===== src/rtl/tcc_defs.svh =====
`ifndef TCC_DEFS_SVH
`define TCC_DEFS_SVH

// Register byte offsets inside one 0x40 channel window
`define TCC_OFF_CCR      6'h00
`define TCC_OFF_CMR      6'h04
`define TCC_OFF_CVR      6'h10
`define TCC_OFF_RA       6'h14
`define TCC_OFF_RB       6'h18
`define TCC_OFF_RC       6'h1c
`define TCC_OFF_SR       6'h20
// Block registers sit in the fourth window (0xc0, 0xc4)
`define TCC_BLK_CH       2'h3
`define TCC_OFF_BCR      6'h00
`define TCC_OFF_BMR      6'h04

`define TCC_CMR_RST      32'h0000_0000
`define TCC_BMR_RST      6'h00

// Channel mode fields (low bit position)
`define TCC_CMR_SRC      0
`define TCC_CMR_CLOCK_INVERT     3
`define TCC_CMR_BURST    4
`define TCC_CMR_STOP     6
`define TCC_CMR_DIS      7
`define TCC_CMR_EDGE     8
`define TCC_CMR_TRIGGER_INPUT_SELECT   10
`define TCC_CMR_EVSEL    10
`define TCC_CMR_EVENT_TRIGGER_ENABLE   12
`define TCC_CMR_COMPARE_C_TRIGGER_ENABLE   14
`define TCC_CMR_WAVE     15
`define TCC_CMR_LDA      16
`define TCC_CMR_LDB      18
`define TCC_CMR_A_CPA    16
`define TCC_CMR_A_CPC    18
`define TCC_CMR_A_EVT    20
`define TCC_CMR_A_SW     22
`define TCC_CMR_B_CPB    24
`define TCC_CMR_B_CPC    26
`define TCC_CMR_B_EVT    28
`define TCC_CMR_B_SW     30

`define TCC_CCR_CLOCK_ENABLE_COMMAND    0
`define TCC_CCR_CLOCK_DISABLE_COMMAND   1
`define TCC_CCR_SOFTWARE_TRIGGER_COMMAND    2
`define TCC_BCR_SYNC     0
`define TCC_BMR_XC0      0
`define TCC_BMR_XC1      2
`define TCC_BMR_XC2      4

// Status bits
`define TCC_SR_COVFS     0
`define TCC_SR_CPAS      2
`define TCC_SR_CPBS      3
`define TCC_SR_CPCS      4
`define TCC_SR_LDRAS     5
`define TCC_SR_LDRBS     6
`define TCC_SR_ETRGS     7
`define TCC_SR_CLKSTA    16
`define TCC_SR_MTIOA     17
`define TCC_SR_MTIOB     18

// Prescaler taps: bit k toggles with period 2^(k+1)
`define TCC_PRESC_W      10
`define TCC_DIV2_BIT     0
`define TCC_DIV8_BIT     2
`define TCC_DIV32_BIT    4
`define TCC_DIV128_BIT   6
`define TCC_DIV1024_BIT  9

`endif


===== src/rtl/tcc_pkg.sv =====
package tcc_pkg;
  typedef enum logic [1:0] {
    ACT_NONE   = 2'h0,
    ACT_SET    = 2'h1,
    ACT_CLEAR  = 2'h2,
    ACT_TOGGLE = 2'h3
  } tcc_act_e;

  typedef enum logic [1:0] {
    EDGE_NONE  = 2'h0,
    EDGE_RISE  = 2'h1,
    EDGE_FALL  = 2'h2,
    EDGE_BOTH  = 2'h3
  } tcc_edge_e;

  typedef logic [31:0] tcc_word_t;
endpackage


===== src/rtl/tcc_top.sv =====
`timescale 1ns/1ps
`include "tcc_defs.svh"
module tcc_top #(
  parameter int CNT_W = 16
) (
  input  wire logic               clock,
  input  wire logic               srst,
  input  wire logic               psel,
  input  wire logic               penable,
  input  wire logic               pwrite,
  input  wire logic [7:0]         paddr,
  input  wire logic [31:0]        pwdata,
  output logic      [31:0]        prdata,
  output logic                    pready,
  output logic                    pslverr,
  input  wire logic [2:0]         clock_pin,
  input  wire logic [2:0]         line_a_in,
  output logic      [2:0]         line_a_out,
  output logic      [2:0]         line_a_oe,
  input  wire logic [2:0]         line_b_in,
  output logic      [2:0]         line_b_out,
  output logic      [2:0]         line_b_oe
);

  if (CNT_W < 2 || CNT_W > 32) begin : g_chk
    $error("tcc_top: CNT_W must lie between 2 and 32");
  end

  logic [8:0]                 pin_s1_q, pin_s2_q, pin_s3_q, pin_f_q;
  logic [`TCC_PRESC_W-1:0]    presc_q;
  logic [5:0]                 bmr_q;
  logic [31:0]                cmr_q    [0:2];
  logic [CNT_W-1:0]           cnt_q    [0:2];
  logic [CNT_W-1:0]           ra_q     [0:2];
  logic [CNT_W-1:0]           rb_q     [0:2];
  logic [CNT_W-1:0]           rc_q     [0:2];
  logic [7:0]                 sr_q     [0:2];
  logic [2:0]                 en_q, run_q, clk_prev_q, trig_prev_q, la_prev_q;
  logic [2:0]                 la_out_q, lb_out_q, la_oe_q, lb_oe_q;
  logic [31:0]                prdata_q;
  logic                       pready_q, pslverr_q;
  logic [2:0]                 clk_pin_f, la_f, lb_f, la_lvl, lb_lvl, xc;
  logic [2:0]                 wave, tick, tick_go, trig_lvl, evt, ext_trg;
  logic [2:0]                 cmpa, cmpb, cmpc, ld_a, ld_b, sw, stop, dis, trig, ovf;
  logic [2:0]                 ccr_wr, sr_rd, clk_eff;
  logic                       acc, wr_acc, sync_pulse;
  logic [31:0]                rd_d;
  logic                       err_d;

  function automatic logic reg_hit(input logic [1:0] ch, input logic [5:0] off);
    reg_hit = (paddr[7:6] == ch) && (paddr[5:0] == off);
  endfunction

  function automatic logic edge_hit(input logic [1:0] sel, input logic prev, input logic cur);
    case (tcc_pkg::tcc_edge_e'(sel))
      tcc_pkg::EDGE_RISE: edge_hit = cur & ~prev;
      tcc_pkg::EDGE_FALL: edge_hit = ~cur & prev;
      tcc_pkg::EDGE_BOTH: edge_hit = cur ^ prev;
      default:            edge_hit = 1'b0;
    endcase
  endfunction

  function automatic logic act_apply(input logic [1:0] act, input logic cur);
    case (tcc_pkg::tcc_act_e'(act))
      tcc_pkg::ACT_SET:    act_apply = 1'b1;
      tcc_pkg::ACT_CLEAR:  act_apply = 1'b0;
      tcc_pkg::ACT_TOGGLE: act_apply = ~cur;
      default:             act_apply = cur;
    endcase
  endfunction

  function automatic logic pick_xc(input logic [1:0] code, input logic [2:0] lines);
    case (code)
      2'h1:    pick_xc = lines[0];
      2'h2:    pick_xc = lines[1];
      2'h3:    pick_xc = lines[2];
      default: pick_xc = 1'b1;
    endcase
  endfunction

  // Pin filter: level moves only once stages two and three agree
  always_ff @(posedge clock) begin
    if (srst) begin
      pin_s1_q <= 9'h000;
      pin_s2_q <= 9'h000;
      pin_s3_q <= 9'h000;
      pin_f_q  <= 9'h000;
    end else begin
      pin_s1_q <= {line_b_in, line_a_in, clock_pin};
      pin_s2_q <= pin_s1_q;
      pin_s3_q <= pin_s2_q;
      pin_f_q  <= (pin_s2_q & ~(pin_s2_q ^ pin_s3_q)) | (pin_f_q & (pin_s2_q ^ pin_s3_q));
    end
  end

  assign clk_pin_f = pin_f_q[2:0];
  assign la_f      = pin_f_q[5:3];
  assign lb_f      = pin_f_q[8:6];

  always_ff @(posedge clock) begin
    if (srst) begin
      presc_q <= '0;
    end else begin
      presc_q <= presc_q + 1'b1;
    end
  end

  // APB: one wait state, answer registered
  assign acc        = psel & penable & pready_q;
  assign wr_acc     = acc & pwrite;
  assign sync_pulse = wr_acc & reg_hit(`TCC_BLK_CH, `TCC_OFF_BCR) & pwdata[`TCC_BCR_SYNC];

  always_comb begin
    for (int i = 0; i < 3; i++) begin
      wave[i]   = cmr_q[i][`TCC_CMR_WAVE];
      la_lvl[i] = wave[i] ? la_out_q[i] : la_f[i];
      lb_lvl[i] = lb_oe_q[i] ? lb_out_q[i] : lb_f[i];
      ccr_wr[i] = wr_acc & reg_hit(2'(i), `TCC_OFF_CCR);
      sr_rd[i]  = acc & ~pwrite & reg_hit(2'(i), `TCC_OFF_SR);
    end
  end

  // External line routing
  always_comb begin
    case (bmr_q[`TCC_BMR_XC0 +: 2])
      2'h0:    xc[0] = clk_pin_f[0];
      2'h2:    xc[0] = la_lvl[1];
      2'h3:    xc[0] = la_lvl[2];
      default: xc[0] = 1'b0;
    endcase
    case (bmr_q[`TCC_BMR_XC1 +: 2])
      2'h0:    xc[1] = clk_pin_f[1];
      2'h2:    xc[1] = la_lvl[0];
      2'h3:    xc[1] = la_lvl[2];
      default: xc[1] = 1'b0;
    endcase
    case (bmr_q[`TCC_BMR_XC2 +: 2])
      2'h0:    xc[2] = clk_pin_f[2];
      2'h2:    xc[2] = la_lvl[0];
      2'h3:    xc[2] = la_lvl[1];
      default: xc[2] = 1'b0;
    endcase
  end

  // Per-channel event decode
  always_comb begin
    for (int i = 0; i < 3; i++) begin
      case (cmr_q[i][`TCC_CMR_SRC +: 3])
        3'h0:    clk_eff[i] = presc_q[`TCC_DIV2_BIT];
        3'h1:    clk_eff[i] = presc_q[`TCC_DIV8_BIT];
        3'h2:    clk_eff[i] = presc_q[`TCC_DIV32_BIT];
        3'h3:    clk_eff[i] = presc_q[`TCC_DIV128_BIT];
        3'h4:    clk_eff[i] = presc_q[`TCC_DIV1024_BIT];
        3'h5:    clk_eff[i] = xc[0];
        3'h6:    clk_eff[i] = xc[1];
        default: clk_eff[i] = xc[2];
      endcase
      clk_eff[i] = clk_eff[i] & pick_xc(cmr_q[i][`TCC_CMR_BURST +: 2], xc);
      clk_eff[i] = clk_eff[i] ^ cmr_q[i][`TCC_CMR_CLOCK_INVERT];
      tick[i]    = clk_eff[i] & ~clk_prev_q[i];
      tick_go[i] = tick[i] & en_q[i] & run_q[i];
      if (wave[i]) begin
        case (cmr_q[i][`TCC_CMR_EVSEL +: 2])
          2'h0:    trig_lvl[i] = lb_f[i];
          2'h1:    trig_lvl[i] = xc[0];
          2'h2:    trig_lvl[i] = xc[1];
          default: trig_lvl[i] = xc[2];
        endcase
      end else begin
        trig_lvl[i] = cmr_q[i][`TCC_CMR_TRIGGER_INPUT_SELECT] ? la_f[i] : lb_f[i];
      end
      evt[i]     = edge_hit(cmr_q[i][`TCC_CMR_EDGE +: 2], trig_prev_q[i], trig_lvl[i]);
      ext_trg[i] = evt[i] & (~wave[i] | cmr_q[i][`TCC_CMR_EVENT_TRIGGER_ENABLE]);
      cmpc[i]    = tick_go[i] & (cnt_q[i] == rc_q[i]);
      cmpa[i]    = wave[i] & tick_go[i] & (cnt_q[i] == ra_q[i]);
      cmpb[i]    = wave[i] & tick_go[i] & (cnt_q[i] == rb_q[i]);
      ld_a[i]    = ~wave[i] & edge_hit(cmr_q[i][`TCC_CMR_LDA +: 2], la_prev_q[i], la_f[i]);
      ld_b[i]    = ~wave[i] & edge_hit(cmr_q[i][`TCC_CMR_LDB +: 2], la_prev_q[i], la_f[i]);
      sw[i]      = (ccr_wr[i] & pwdata[`TCC_CCR_SOFTWARE_TRIGGER_COMMAND]) | sync_pulse;
      trig[i]    = sw[i] | ext_trg[i] | (cmpc[i] & cmr_q[i][`TCC_CMR_COMPARE_C_TRIGGER_ENABLE]);
      // Shared bits 6/7 mean load-B or compare-C actions by mode
      stop[i]    = cmr_q[i][`TCC_CMR_STOP] & (wave[i] ? cmpc[i] : ld_b[i]);
      dis[i]     = (ccr_wr[i] & pwdata[`TCC_CCR_CLOCK_DISABLE_COMMAND])
                 | (cmr_q[i][`TCC_CMR_DIS] & (wave[i] ? cmpc[i] : ld_b[i]));
      ovf[i]     = tick_go[i] & (cnt_q[i] == {CNT_W{1'b1}}) & ~trig[i];
    end
  end

  always_ff @(posedge clock) begin
    if (srst) begin
      clk_prev_q  <= 3'h0;
      trig_prev_q <= 3'h0;
      la_prev_q   <= 3'h0;
    end else begin
      clk_prev_q  <= clk_eff;
      trig_prev_q <= trig_lvl;
      la_prev_q   <= la_f;
    end
  end

  // Counter; a trigger beats the increment
  always_ff @(posedge clock) begin
    for (int i = 0; i < 3; i++) begin
      if (srst) begin
        cnt_q[i] <= '0;
      end else if (trig[i]) begin
        cnt_q[i] <= '0;
      end else if (tick_go[i]) begin
        cnt_q[i] <= cnt_q[i] + 1'b1;
      end
    end
  end

  // Clock enable and run state
  always_ff @(posedge clock) begin
    for (int i = 0; i < 3; i++) begin
      if (srst) begin
        en_q[i]  <= 1'b0;
        run_q[i] <= 1'b0;
      end else begin
        if (dis[i]) begin
          en_q[i] <= 1'b0;
        end else if (ccr_wr[i] & pwdata[`TCC_CCR_CLOCK_ENABLE_COMMAND]) begin
          en_q[i] <= 1'b1;
        end
        // Stop wins so a stop-on-compare also ends a compare trigger
        if (stop[i]) begin
          run_q[i] <= 1'b0;
        end else if (trig[i]) begin
          run_q[i] <= 1'b1;
        end
      end
    end
  end

  // Sticky status, set wins over read clear
  always_ff @(posedge clock) begin
    for (int i = 0; i < 3; i++) begin
      if (srst) begin
        sr_q[i] <= 8'h00;
      end else begin
        sr_q[i] <= (sr_q[i] & ~{8{sr_rd[i]}})
                 | (8'(ovf[i])  << `TCC_SR_COVFS)
                 | (8'(cmpa[i]) << `TCC_SR_CPAS)
                 | (8'(cmpb[i]) << `TCC_SR_CPBS)
                 | (8'(cmpc[i]) << `TCC_SR_CPCS)
                 | (8'(ld_a[i]) << `TCC_SR_LDRAS)
                 | (8'(ld_b[i]) << `TCC_SR_LDRBS)
                 | (8'(evt[i])  << `TCC_SR_ETRGS);
      end
    end
  end

  // Output controller
  always_ff @(posedge clock) begin
    for (int i = 0; i < 3; i++) begin
      if (srst) begin
        la_out_q[i] <= 1'b0;
        lb_out_q[i] <= 1'b0;
        la_oe_q[i]  <= 1'b0;
        lb_oe_q[i]  <= 1'b0;
      end else begin
        la_oe_q[i] <= wave[i];
        lb_oe_q[i] <= wave[i] & (cmr_q[i][`TCC_CMR_EVSEL +: 2] != 2'h0);
        if (wave[i]) begin
          if (sw[i]) begin
            la_out_q[i] <= act_apply(cmr_q[i][`TCC_CMR_A_SW +: 2], la_out_q[i]);
          end else if (evt[i]) begin
            la_out_q[i] <= act_apply(cmr_q[i][`TCC_CMR_A_EVT +: 2], la_out_q[i]);
          end else if (cmpc[i]) begin
            la_out_q[i] <= act_apply(cmr_q[i][`TCC_CMR_A_CPC +: 2], la_out_q[i]);
          end else if (cmpa[i]) begin
            la_out_q[i] <= act_apply(cmr_q[i][`TCC_CMR_A_CPA +: 2], la_out_q[i]);
          end
          if (sw[i]) begin
            lb_out_q[i] <= act_apply(cmr_q[i][`TCC_CMR_B_SW +: 2], lb_out_q[i]);
          end else if (evt[i]) begin
            lb_out_q[i] <= act_apply(cmr_q[i][`TCC_CMR_B_EVT +: 2], lb_out_q[i]);
          end else if (cmpc[i]) begin
            lb_out_q[i] <= act_apply(cmr_q[i][`TCC_CMR_B_CPC +: 2], lb_out_q[i]);
          end else if (cmpb[i]) begin
            lb_out_q[i] <= act_apply(cmr_q[i][`TCC_CMR_B_CPB +: 2], lb_out_q[i]);
          end
        end
      end
    end
  end

  // Mode and value registers; capture loads share A/B with writes
  always_ff @(posedge clock) begin
    if (srst) begin
      bmr_q <= `TCC_BMR_RST;
    end else if (wr_acc & reg_hit(`TCC_BLK_CH, `TCC_OFF_BMR)) begin
      bmr_q <= pwdata[5:0];
    end
  end

  always_ff @(posedge clock) begin
    for (int i = 0; i < 3; i++) begin
      if (srst) begin
        cmr_q[i] <= `TCC_CMR_RST;
        ra_q[i]  <= '0;
        rb_q[i]  <= '0;
        rc_q[i]  <= '0;
      end else begin
        if (wr_acc & reg_hit(2'(i), `TCC_OFF_CMR)) begin
          cmr_q[i] <= pwdata;
        end
        if (wr_acc & reg_hit(2'(i), `TCC_OFF_RC)) begin
          rc_q[i] <= pwdata[CNT_W-1:0];
        end
        // A and B are software-writable only in waveform mode
        if (ld_a[i]) begin
          ra_q[i] <= cnt_q[i];
        end else if (wave[i] & wr_acc & reg_hit(2'(i), `TCC_OFF_RA)) begin
          ra_q[i] <= pwdata[CNT_W-1:0];
        end
        if (ld_b[i]) begin
          rb_q[i] <= cnt_q[i];
        end else if (wave[i] & wr_acc & reg_hit(2'(i), `TCC_OFF_RB)) begin
          rb_q[i] <= pwdata[CNT_W-1:0];
        end
      end
    end
  end

  always_comb begin
    logic [1:0] ch;
    ch    = paddr[7:6];
    rd_d  = 32'h0000_0000;
    err_d = 1'b0;
    if (ch == `TCC_BLK_CH) begin
      case (paddr[5:0])
        `TCC_OFF_BCR: rd_d = 32'h0000_0000;
        `TCC_OFF_BMR: rd_d[5:0] = bmr_q;
        default:      err_d = 1'b1;
      endcase
    end else begin
      case (paddr[5:0])
        `TCC_OFF_CCR: rd_d = 32'h0000_0000;
        `TCC_OFF_CMR: rd_d = cmr_q[ch];
        `TCC_OFF_CVR: rd_d[CNT_W-1:0] = cnt_q[ch];
        `TCC_OFF_RA:  rd_d[CNT_W-1:0] = ra_q[ch];
        `TCC_OFF_RB:  rd_d[CNT_W-1:0] = rb_q[ch];
        `TCC_OFF_RC:  rd_d[CNT_W-1:0] = rc_q[ch];
        `TCC_OFF_SR: begin
          rd_d[7:0]            = sr_q[ch];
          rd_d[`TCC_SR_CLKSTA] = en_q[ch];
          rd_d[`TCC_SR_MTIOA]  = la_lvl[ch];
          rd_d[`TCC_SR_MTIOB]  = lb_lvl[ch];
        end
        default:      err_d = 1'b1;
      endcase
    end
  end

  always_ff @(posedge clock) begin
    if (srst) begin
      pready_q  <= 1'b0;
      prdata_q  <= 32'h0000_0000;
      pslverr_q <= 1'b0;
    end else begin
      pready_q  <= psel & penable & ~pready_q;
      prdata_q  <= (psel & penable & ~pready_q & ~pwrite) ? rd_d : 32'h0000_0000;
      pslverr_q <= psel & penable & ~pready_q & err_d;
    end
  end

  assign prdata     = prdata_q;
  assign pready     = pready_q;
  assign pslverr    = pslverr_q;
  assign line_a_out = la_out_q;
  assign line_a_oe  = la_oe_q;
  assign line_b_out = lb_out_q;
  assign line_b_oe  = lb_oe_q;
endmodule


===== config.mk =====
export PLATFORM = sky130hd
export DESIGN_NAME = tcc_top
export DESIGN_NICKNAME = d
export VERILOG_FILES = /design/src/rtl/tcc_pkg.sv /design/src/rtl/tcc_top.sv
export VERILOG_INCLUDE_DIRS = /design/src /design/src/rtl
export SDC_FILE = /design/constraint.sdc
export NUM_CORES = 1
export LEC_CHECK = 0
export BUFFER_PORTS_ARGS = -buffer_cell sky130_fd_sc_hd__buf_2
export CORE_ASPECT_RATIO = 0.9
export CORE_UTILIZATION = 40
export CTS_BUF_LIST = sky130_fd_sc_hd__clkbuf_16
export DETAILED_ROUTE_END_ITERATION = 7
export PLACE_DENSITY = 0.57
export RECOVER_POWER = 25
export SKIP_LAST_GASP = 1
export SYNTH_ARGS = -nofsm -noshare
export SYNTH_HDL_FRONTEND = slang
export SYNTH_SLANG_ARGS = --single-unit
export TNS_END_PERCENT = 30

===== constraint.sdc =====
create_clock -name clock -period 8.1 [get_ports clock]
set_input_delay 0.405 -clock clock [delete_from_list [all_inputs] [get_ports clock]]
set_output_delay 0.405 -clock clock [all_outputs]
set_load 0.005 [all_outputs]

==> results of run 1 <==
==> area by class of cell <==
type                       instances  area [um2]  share of cell area (%)
timing repair buffer             145         810                    3.13
clock inverter                    40         278                    1.07
multi-input combinational       1614       10900                    42.2
clock buffer                      52        1300                    5.02
sequential                       425       11400                    44.0
tap                              765         957                    3.70
inverter                          61         229                   0.884
==> metal layers <==
metal | GRT usage, % | wire length (um) | up-vias | share of wire (%)
met5 | 0 | 13 | - | 0.016
met4 | 7.07 | 1890 | 2 | 2.3
met3 | 5.53 | 8860 | 117 | 11
met2 | 40.6 | 35700 | 983 | 43
met1 | 40.8 | 36400 | 9103 | 44
li1 | - | - | 8192 | -
==> where the power goes <==
group	leakage, uW	internal, uW	switching [uW]
sequential	0.00410	2370	83.6
clock	0.000833	1280	939
combinational	0.00466	123	255
total	0.00959	3780	1280
==> state kept, by name (all words and copies together) (netlist names), 6 cells and up, named ones only <==
register	flops
cnt_q	48
pin_s1_q	9
rc_q	48
pin_s3_q	9
bmr_q	6
prdata	32
pin_s2_q	9
rb_q	48
cmr_q	96
presc_q	10
ra_q	48
sr_q	24
==> kinds of logic (layout without fill, tap and decap cells) <==
kind of cell | after synthesis | count (layout) | share of synthesized area (%)
AO/OA/AOI/OAI | 449 | 449 | 13.3
XOR/XNOR | 194 | 194 | 7.34
adder cells (fa/ha/maj) | 50 | 50 | 2.70
buffers and inverters | 232 | 298 | 3.94
flip-flops | 425 | 425 | 49.2
multiplexers | 139 | 139 | 6.30
AND/OR/NAND/NOR | 782 | 782 | 17.2
==> per-stage QoR <==
| step | power, uW | std cells | hold WS, ns | setup WS (ns) | area [um2] |
|---|---|---|---|---|---|
| final | 5050 | 3102 | 0.0266 | 2.53 | 25900 |
| after global routing | 5180 | 3102 | 0.0165 | 2.17 | 25900 |
| after detailed placement | 2870 | 3007 | 0.429 | 3.47 | 24400 |
| after floorplan | 2690 | 2271 | 0.414 | 4.03 | 23200 |
| after global placement | 2860 | 3007 | 0.427 | 3.53 | 24400 |
| after CTS | 5070 | 3102 | 0.00229 | 3.41 | 26000 |
==> path summary, 6_finish.rpt <==
kind | startpoint | to | slack, ns | cells past startpoint
setup / recovery | srst | rb_q[0][14]$_DFFE_PP_ | 2.53 | 6
hold / removal | clock_pin[0] | pin_s1_q[0]$_SDFF_PP0_ | 0.03 | 2
setup reg to reg | cmr_q[1][15]$_SDFFCE_PN0P_ | cnt_q[0][3]$_SDFFCE_PN0P_ | 3.31 | 15
hold reg to reg | pin_s1_q[6]$_SDFF_PP0_ | pin_s2_q[6]$_SDFF_PP0_ | 0.44 | 1
==> placed cells by master, fill, tap and decap left out, types with 11 or more instances in the layout <==
| cell | Yosys | layout |
|---|---|---|
| mux2i_1 | 127 | 127 |
| o22ai_1 | 31 | 31 |
| and3_1 | 26 | 26 |
| a22o_1 | 97 | 97 |
| inv_1 | 60 | 71 |
| buf_4 | 1 | 38 |
| nor2_1 | 236 | 236 |
| or3_1 | 16 | 16 |
| a31oi_1 | 11 | 11 |
| clkbuf_1 | 137 | 30 |
| xor2_1 | 81 | 81 |
| a21oi_1 | 134 | 134 |
| a22oi_1 | 18 | 18 |
| clkinv_2 | 0 | 11 |
| and2_1 | 151 | 128 |
| xnor2_1 | 113 | 113 |
| nor4_1 | 22 | 20 |
| buf_2 | 12 | 71 |
| nand3_1 | 42 | 42 |
| ha_1 | 50 | 50 |
| nand4_1 | 34 | 34 |
| clkbuf_16 | 0 | 52 |
| nand2b_1 | 16 | 16 |
| nor3_1 | 41 | 32 |
| nor2b_1 | 39 | 39 |
| a211oi_1 | 19 | 18 |
| o21ai_0 | 70 | 68 |
| edfxtp_1 | 288 | 288 |
| nand2_1 | 124 | 124 |
| dfxtp_1 | 137 | 137 |
| and2_0 | 0 | 23 |
==> worst max-delay path, cell delays in order <==
cell and delay [ns]:
clkbuf_1 1.88, clkinv_1 1.72, nand2_1 0.63, nor3_2 0.26, nor3_2 0.82, a22o_1 0.24
==> impl_metrics.ini, run 1 <==
[global_route]
antenna_found_initial = 2
grt_pass1_vias = 17200
grt_start_max_net_pins = 96
grt_pass1_wl_um = 119000
overflow = 0
track_usage_pct = 27.5

[yosys]
synth_edf_count = 288
synth_seq_cells = 425
synth_sequential_area_ratio_pct = 49.2
ys_warn_count = 0
syn_nets = 2375
synth_area_um2 = 23200
post-synth-top-count-cell = edfxtp_1
yosysTopAreaCellShare_pct = 37.4
syn_inst = 2271
synth_area_leader_cell = edfxtp_1
syn_avg_cell_area_um2 = 10.2
synth.area.top_cells = edfxtp_1 (37%), dfxtp_1 (12%), mux2i_1 (5.5%)
async_flop_share_pct = 0
ys_top_cells_by_count = edfxtp_1 (288), nor2_1 (236), and2_1 (151)
yosysUniqueCellTypes = 88
synth_flop_cell = edfxtp_1

[routing]
drc = 0
drtAntennaViolNets = 0
postRouteWirelength_um = 82900
drt-initial-drc-count = 2418
viasPerCell = 5.93
wl_per_cell_um = 26.7
num_vias = 18400
dr.pass1.iters = 8

[setup_path]
critPathLaunchType = input port
worstSetupPathType = input port to flop
end_kind = flop
worstPathRequired_ns = 8.56
critPathArrivalTime_ns = 6.03
worst-path-max-fanout = 48

[clock_network]
clkLatencyLatePin_ns = 0.60
cts_root_buf = clkbuf_16
numCtsBuffers = 49
cts_tree = built
hold_buffers = 3
cts_htree_levels = 2
cts_setup_buffers = 0
cts_num_sinks = 425
cts_buffer_depth = 3
clkSlewWorstSetupHoldPaths_ns = 0.06
cts_resized = 0

[timing]
layout_min_cycle_time_ns = 5.57
hold_viol = 0
rsz0062_at_grt = false
tightest_slew_ns = 3.29
final.setup_skew_ns = 0.0156
maxSlewHeadroom_pct = -119
fin_crit_sh_pct = 68.8
setup_viol = 0
final_max_slew_viol_count = 149
fmax_mhz = 179
tns_ns = 0

[floorplanning]
die_h_um = 230
start_util_pct = 40.5
die_area_um2 = 58900
core_area_um2 = 57100
io_pins = 100
die-width_um = 256
fp-row-count = 83

[run]
max_cap_viol_count = 3

[placement]
post-dp-hpwl_um = 59600
gp_congestion = 0.954
io_buffers = 99

[outcome]
violations = capacitance limit, slew limit
status = finished with violations

[pwr]
power_density_nw_per_um2 = 195
p_leak_uw = 0.00959
ir_worst_vdd_v = 0.000125

[finish]
num-fill-cells = 5417
final_layout_size_suffix_gt1_share_pct = 10.1
fin_nets = 2400
post-route-util_pct = 45.3
syn2layout_area_growth_pct = 11.9
n_antenna_cell = 0

[worst_hold_path]
hp-class = input port to flop
(Power assumes the default switching activity.)
==> run 2: changes to the inputs <==
--- a/config.mk
+++ b/config.mk
@@ -6,12 +6,13 @@
 export SDC_FILE = /design/constraint.sdc
 export NUM_CORES = 1
 export LEC_CHECK = 0
+export ABC_AREA = 1
 export BUFFER_PORTS_ARGS = -buffer_cell sky130_fd_sc_hd__buf_2
 export CORE_ASPECT_RATIO = 0.9
 export CORE_UTILIZATION = 40
 export CTS_BUF_LIST = sky130_fd_sc_hd__clkbuf_16
 export DETAILED_ROUTE_END_ITERATION = 7
-export PLACE_DENSITY = 0.57
+export PLACE_DENSITY = 0.59
 export RECOVER_POWER = 25
 export SKIP_LAST_GASP = 1
 export SYNTH_ARGS = -nofsm -noshare
==> constraint.sdc (replaced) <==
create_clock -name clock -period 4.6 [get_ports clock]
set_input_delay 0.23 -clock clock [delete_from_list [all_inputs] [get_ports clock]]
set_output_delay 0.23 -clock clock [all_outputs]
set_load 0.005 [all_outputs]
==> run 2 against run 1 <==
- the run still ends with capacitance limit, slew limit left
- clock power is 80% higher
- wire length grew 5.7%
- highest routed layer is now met4
- first-iteration DRC count rose by 14%
- register-to-register slack worse by 2.9 ns
- die area up 0.63%
- synthesized cell count up 21%
- largest power group unchanged
- sequential power grew 75%
- count of clock-buffer cells in the layout unchanged
- via count is 14% higher
- combinational power is 86% higher
==> impl_metrics.ini, run 2 <==
[floorplanning]
die_area_um2 = 59200
fp-row-count = 83
die-width_um = 256
start_util_pct = 40.6
core_area_um2 = 57300
io_pins = 100
die_h_um = 231

[finish]
regMostFlops = cmr_q
multiInputGateArea_um2 = 9990
largest_reg_flops = 96
n_antenna_cell = 0
mostFrequentLayoutCell = nand2_1
post-route-util_pct = 46.1
mostFrequentLayoutCells = nand2_1 (486), nor2_1 (399), inv_1 (329), edfxtp_1 (288), dfxtp_1 (137)
ff_latch_area_um2 = 11400
num-fill-cells = 5582
fin_nets = 2952
final_layout_size_suffix_gt1_share_pct = 10.5
stdcell_area_um2 = 26400
syn2layout_area_growth_pct = 13.3

[placement]
placed_cell_area_um2 = 24500
post-dp-hpwl_um = 64400
io_buffers = 99
place_ws_ns = 0.689
gp_congestion = 1.04

[setup_path]
r2r_slack_ns = 0.43
worst_r2r_endpoint = cnt_q[2][14]$_SDFFCE_PN0P_
worstSetupPathType = flop to flop
worstPathRequired_ns = 4.72
worst-path-max-fanout = 16
end_kind = flop
cp-startpoint = cmr_q[1][15]$_SDFFCE_PN0P_
critPathArrivalTime_ns = 4.28
r2r_start = cmr_q[1][15]$_SDFFCE_PN0P_
reg2regPathDepth = 17
critPathCapture = cnt_q[2][14]$_SDFFCE_PN0P_
critPathLaunchType = flop

[yosys]
post-synth-top-count-cell = nand2_1
ys_warn_count = 0
synth_edf_count = 288
synth_flop_cell = edfxtp_1
yosysUniqueCellTypes = 65
synth_area_um2 = 23300
async_flop_share_pct = 0
yosysTopAreaCellShare_pct = 37.1
synth_seq_cells = 425
syn_avg_cell_area_um2 = 8.46
syn_inst = 2755
synth.area.top_cells = edfxtp_1 (37%), dfxtp_1 (12%), nand2_1 (7.8%)
syn_nets = 2859
synth_area_leader_cell = edfxtp_1
ys_top_cells_by_count = nand2_1 (487), nor2_1 (400), inv_1 (319)
synth_sequential_area_ratio_pct = 48.9

[routing]
drtAntennaViolNets = 0
viasPerCell = 5.73
num_vias = 20900
drt-initial-drc-count = 2749
drc = 0
dr.pass1.iters = 8
wl_per_cell_um = 24.0
postRouteWirelength_um = 87600

[run]
max_cap_viol_count = 4

[clock_network]
cts_tree = built
cts_buffer_depth = 3
cts_num_sinks = 425
cts_setup_buffers = 0
cts_root_buf = clkbuf_16
cts_htree_levels = 2
clkLatencyLatePin_ns = 0.63
cts_resized = 0
hold_buffers = 39
clkSlewWorstSetupHoldPaths_ns = 0.06
numCtsBuffers = 50

[timing]
fin_ws_ns = 0.433
final.setup_skew_ns = 0.0304
maxSlewHeadroom_pct = -50.8
tightest_slew_ns = 2.26
fmax_mhz = 240
rsz0062_at_grt = false
hold_viol = 0
fin_crit_sh_pct = 90.6
tns_ns = 0
layout_min_cycle_time_ns = 4.17
setup_viol = 0
final_max_slew_viol_count = 116

[global_route]
antenna_found_initial = 0
grt_start_max_net_pins = 46
grt_pass1_wl_um = 127000
grt_pass1_vias = 19400
track_usage_pct = 28.9
overflow = 0

[outcome]
violations = capacitance limit, slew limit
status = finished with violations

[pwr]
power_density_nw_per_um2 = 342
ir_worst_vdd_v = 0.000240
p_leak_uw = 0.0106

[worst_hold_path]
hp-class = input port to flop
run 2: how the worst min path moves through the flow:
| stage | from | to | slack, ns | cells after the start |
|---|---|---|---|---|
| final | pwdata[0] | rb_q[2][0]$_SDFFCE_PN0P_ | 0.04 | 3 |
| after global routing | pwdata[0] | rb_q[2][0]$_SDFFCE_PN0P_ | 0.04 | 3 |
| after CTS | pwdata[0] | rb_q[2][0]$_SDFFCE_PN0P_ | 0.002 | 3 |
| after detailed placement | pin_s1_q[2]$_SDFF_PP0_ | pin_s2_q[2]$_SDFF_PP0_ | 0.40 | 2 |
| after global placement | pin_s1_q[6]$_SDFF_PP0_ | pin_s2_q[6]$_SDFF_PP0_ | 0.39 | 2 |
| after floorplan | clock_pin[0] | pin_s1_q[0]$_SDFF_PP0_ | 0.34 | 2 |
run 2: per-layer routing:
metal / part of all wire (%) / GRT usage [%] / wire length [um] / up-vias
li1: - / - / - / 9450
met1: 43 / 42.2 / 37500 / 10000
met2: 41 / 40.8 / 35900 / 1324
met3: 13 / 8.50 / 11400 / 155
met4: 3.1 / 8.56 / 2700 / 0
met5: 0 / 0 / 0 / -
run 2: layout make-up:
class / count / area share (%)
Clock buffer: 52 / 4.93
Sequential cell: 425 / 43.1
Clock inverter: 42 / 1.24
Multi-Input combinational cell: 1844 / 37.8
Tap cell: 765 / 3.63
Inverter: 349 / 4.98
Timing Repair Buffer: 178 / 4.25
run 2: power by group:
part           switching, uW  internal [uW]  total [uW]
logic                    504            197         701
registers                127           4190        4310
clock network           1720           2280        4000
run 2: logic make-up (layout without fill, tap and decap cells):
group	Yosys count	count (layout)	share of synthesized area (%)
adder cells (fa/ha/maj)	50	50	2.68
XOR/XNOR	117	117	4.40
flip-flops	425	425	48.9
buffers and inverters	486	621	8.28
AND/OR/NAND/NOR	1237	1237	24.2
AO/OA/AOI/OAI	440	440	11.6
run 2: per-stage QoR:
| step | cells | total power [uW] | hold WS (ns) |
|---|---|---|---|
| after global routing | 3655 | 9240 | 0.0372 |
| after detailed placement | 3522 | 5040 | 0.397 |
| after floorplan | 2755 | 4760 | 0.337 |
| after global placement | 3522 | 5040 | 0.391 |
| final | 3655 | 9020 | 0.0373 |
| after CTS | 3655 | 9020 | 0.00154 |
run 2: worst max-delay path: stages (launching register included):
cell	delay (ns)
edfxtp_1	0.63
clkinvlp_2	0.37
nand2_4	0.18
nand3_1	0.11
nand2_2	0.12
nand2_4	0.08
inv_2	0.12
o21ai_0	0.09
o221ai_1	0.16
nand2_1	0.10
ha_1	0.28
o21ai_0	0.07
nand2_1	0.32
nor2_1	0.09
nor2_1	0.14
nand2_2	0.08
inv_2	0.13
nand3_1	0.58
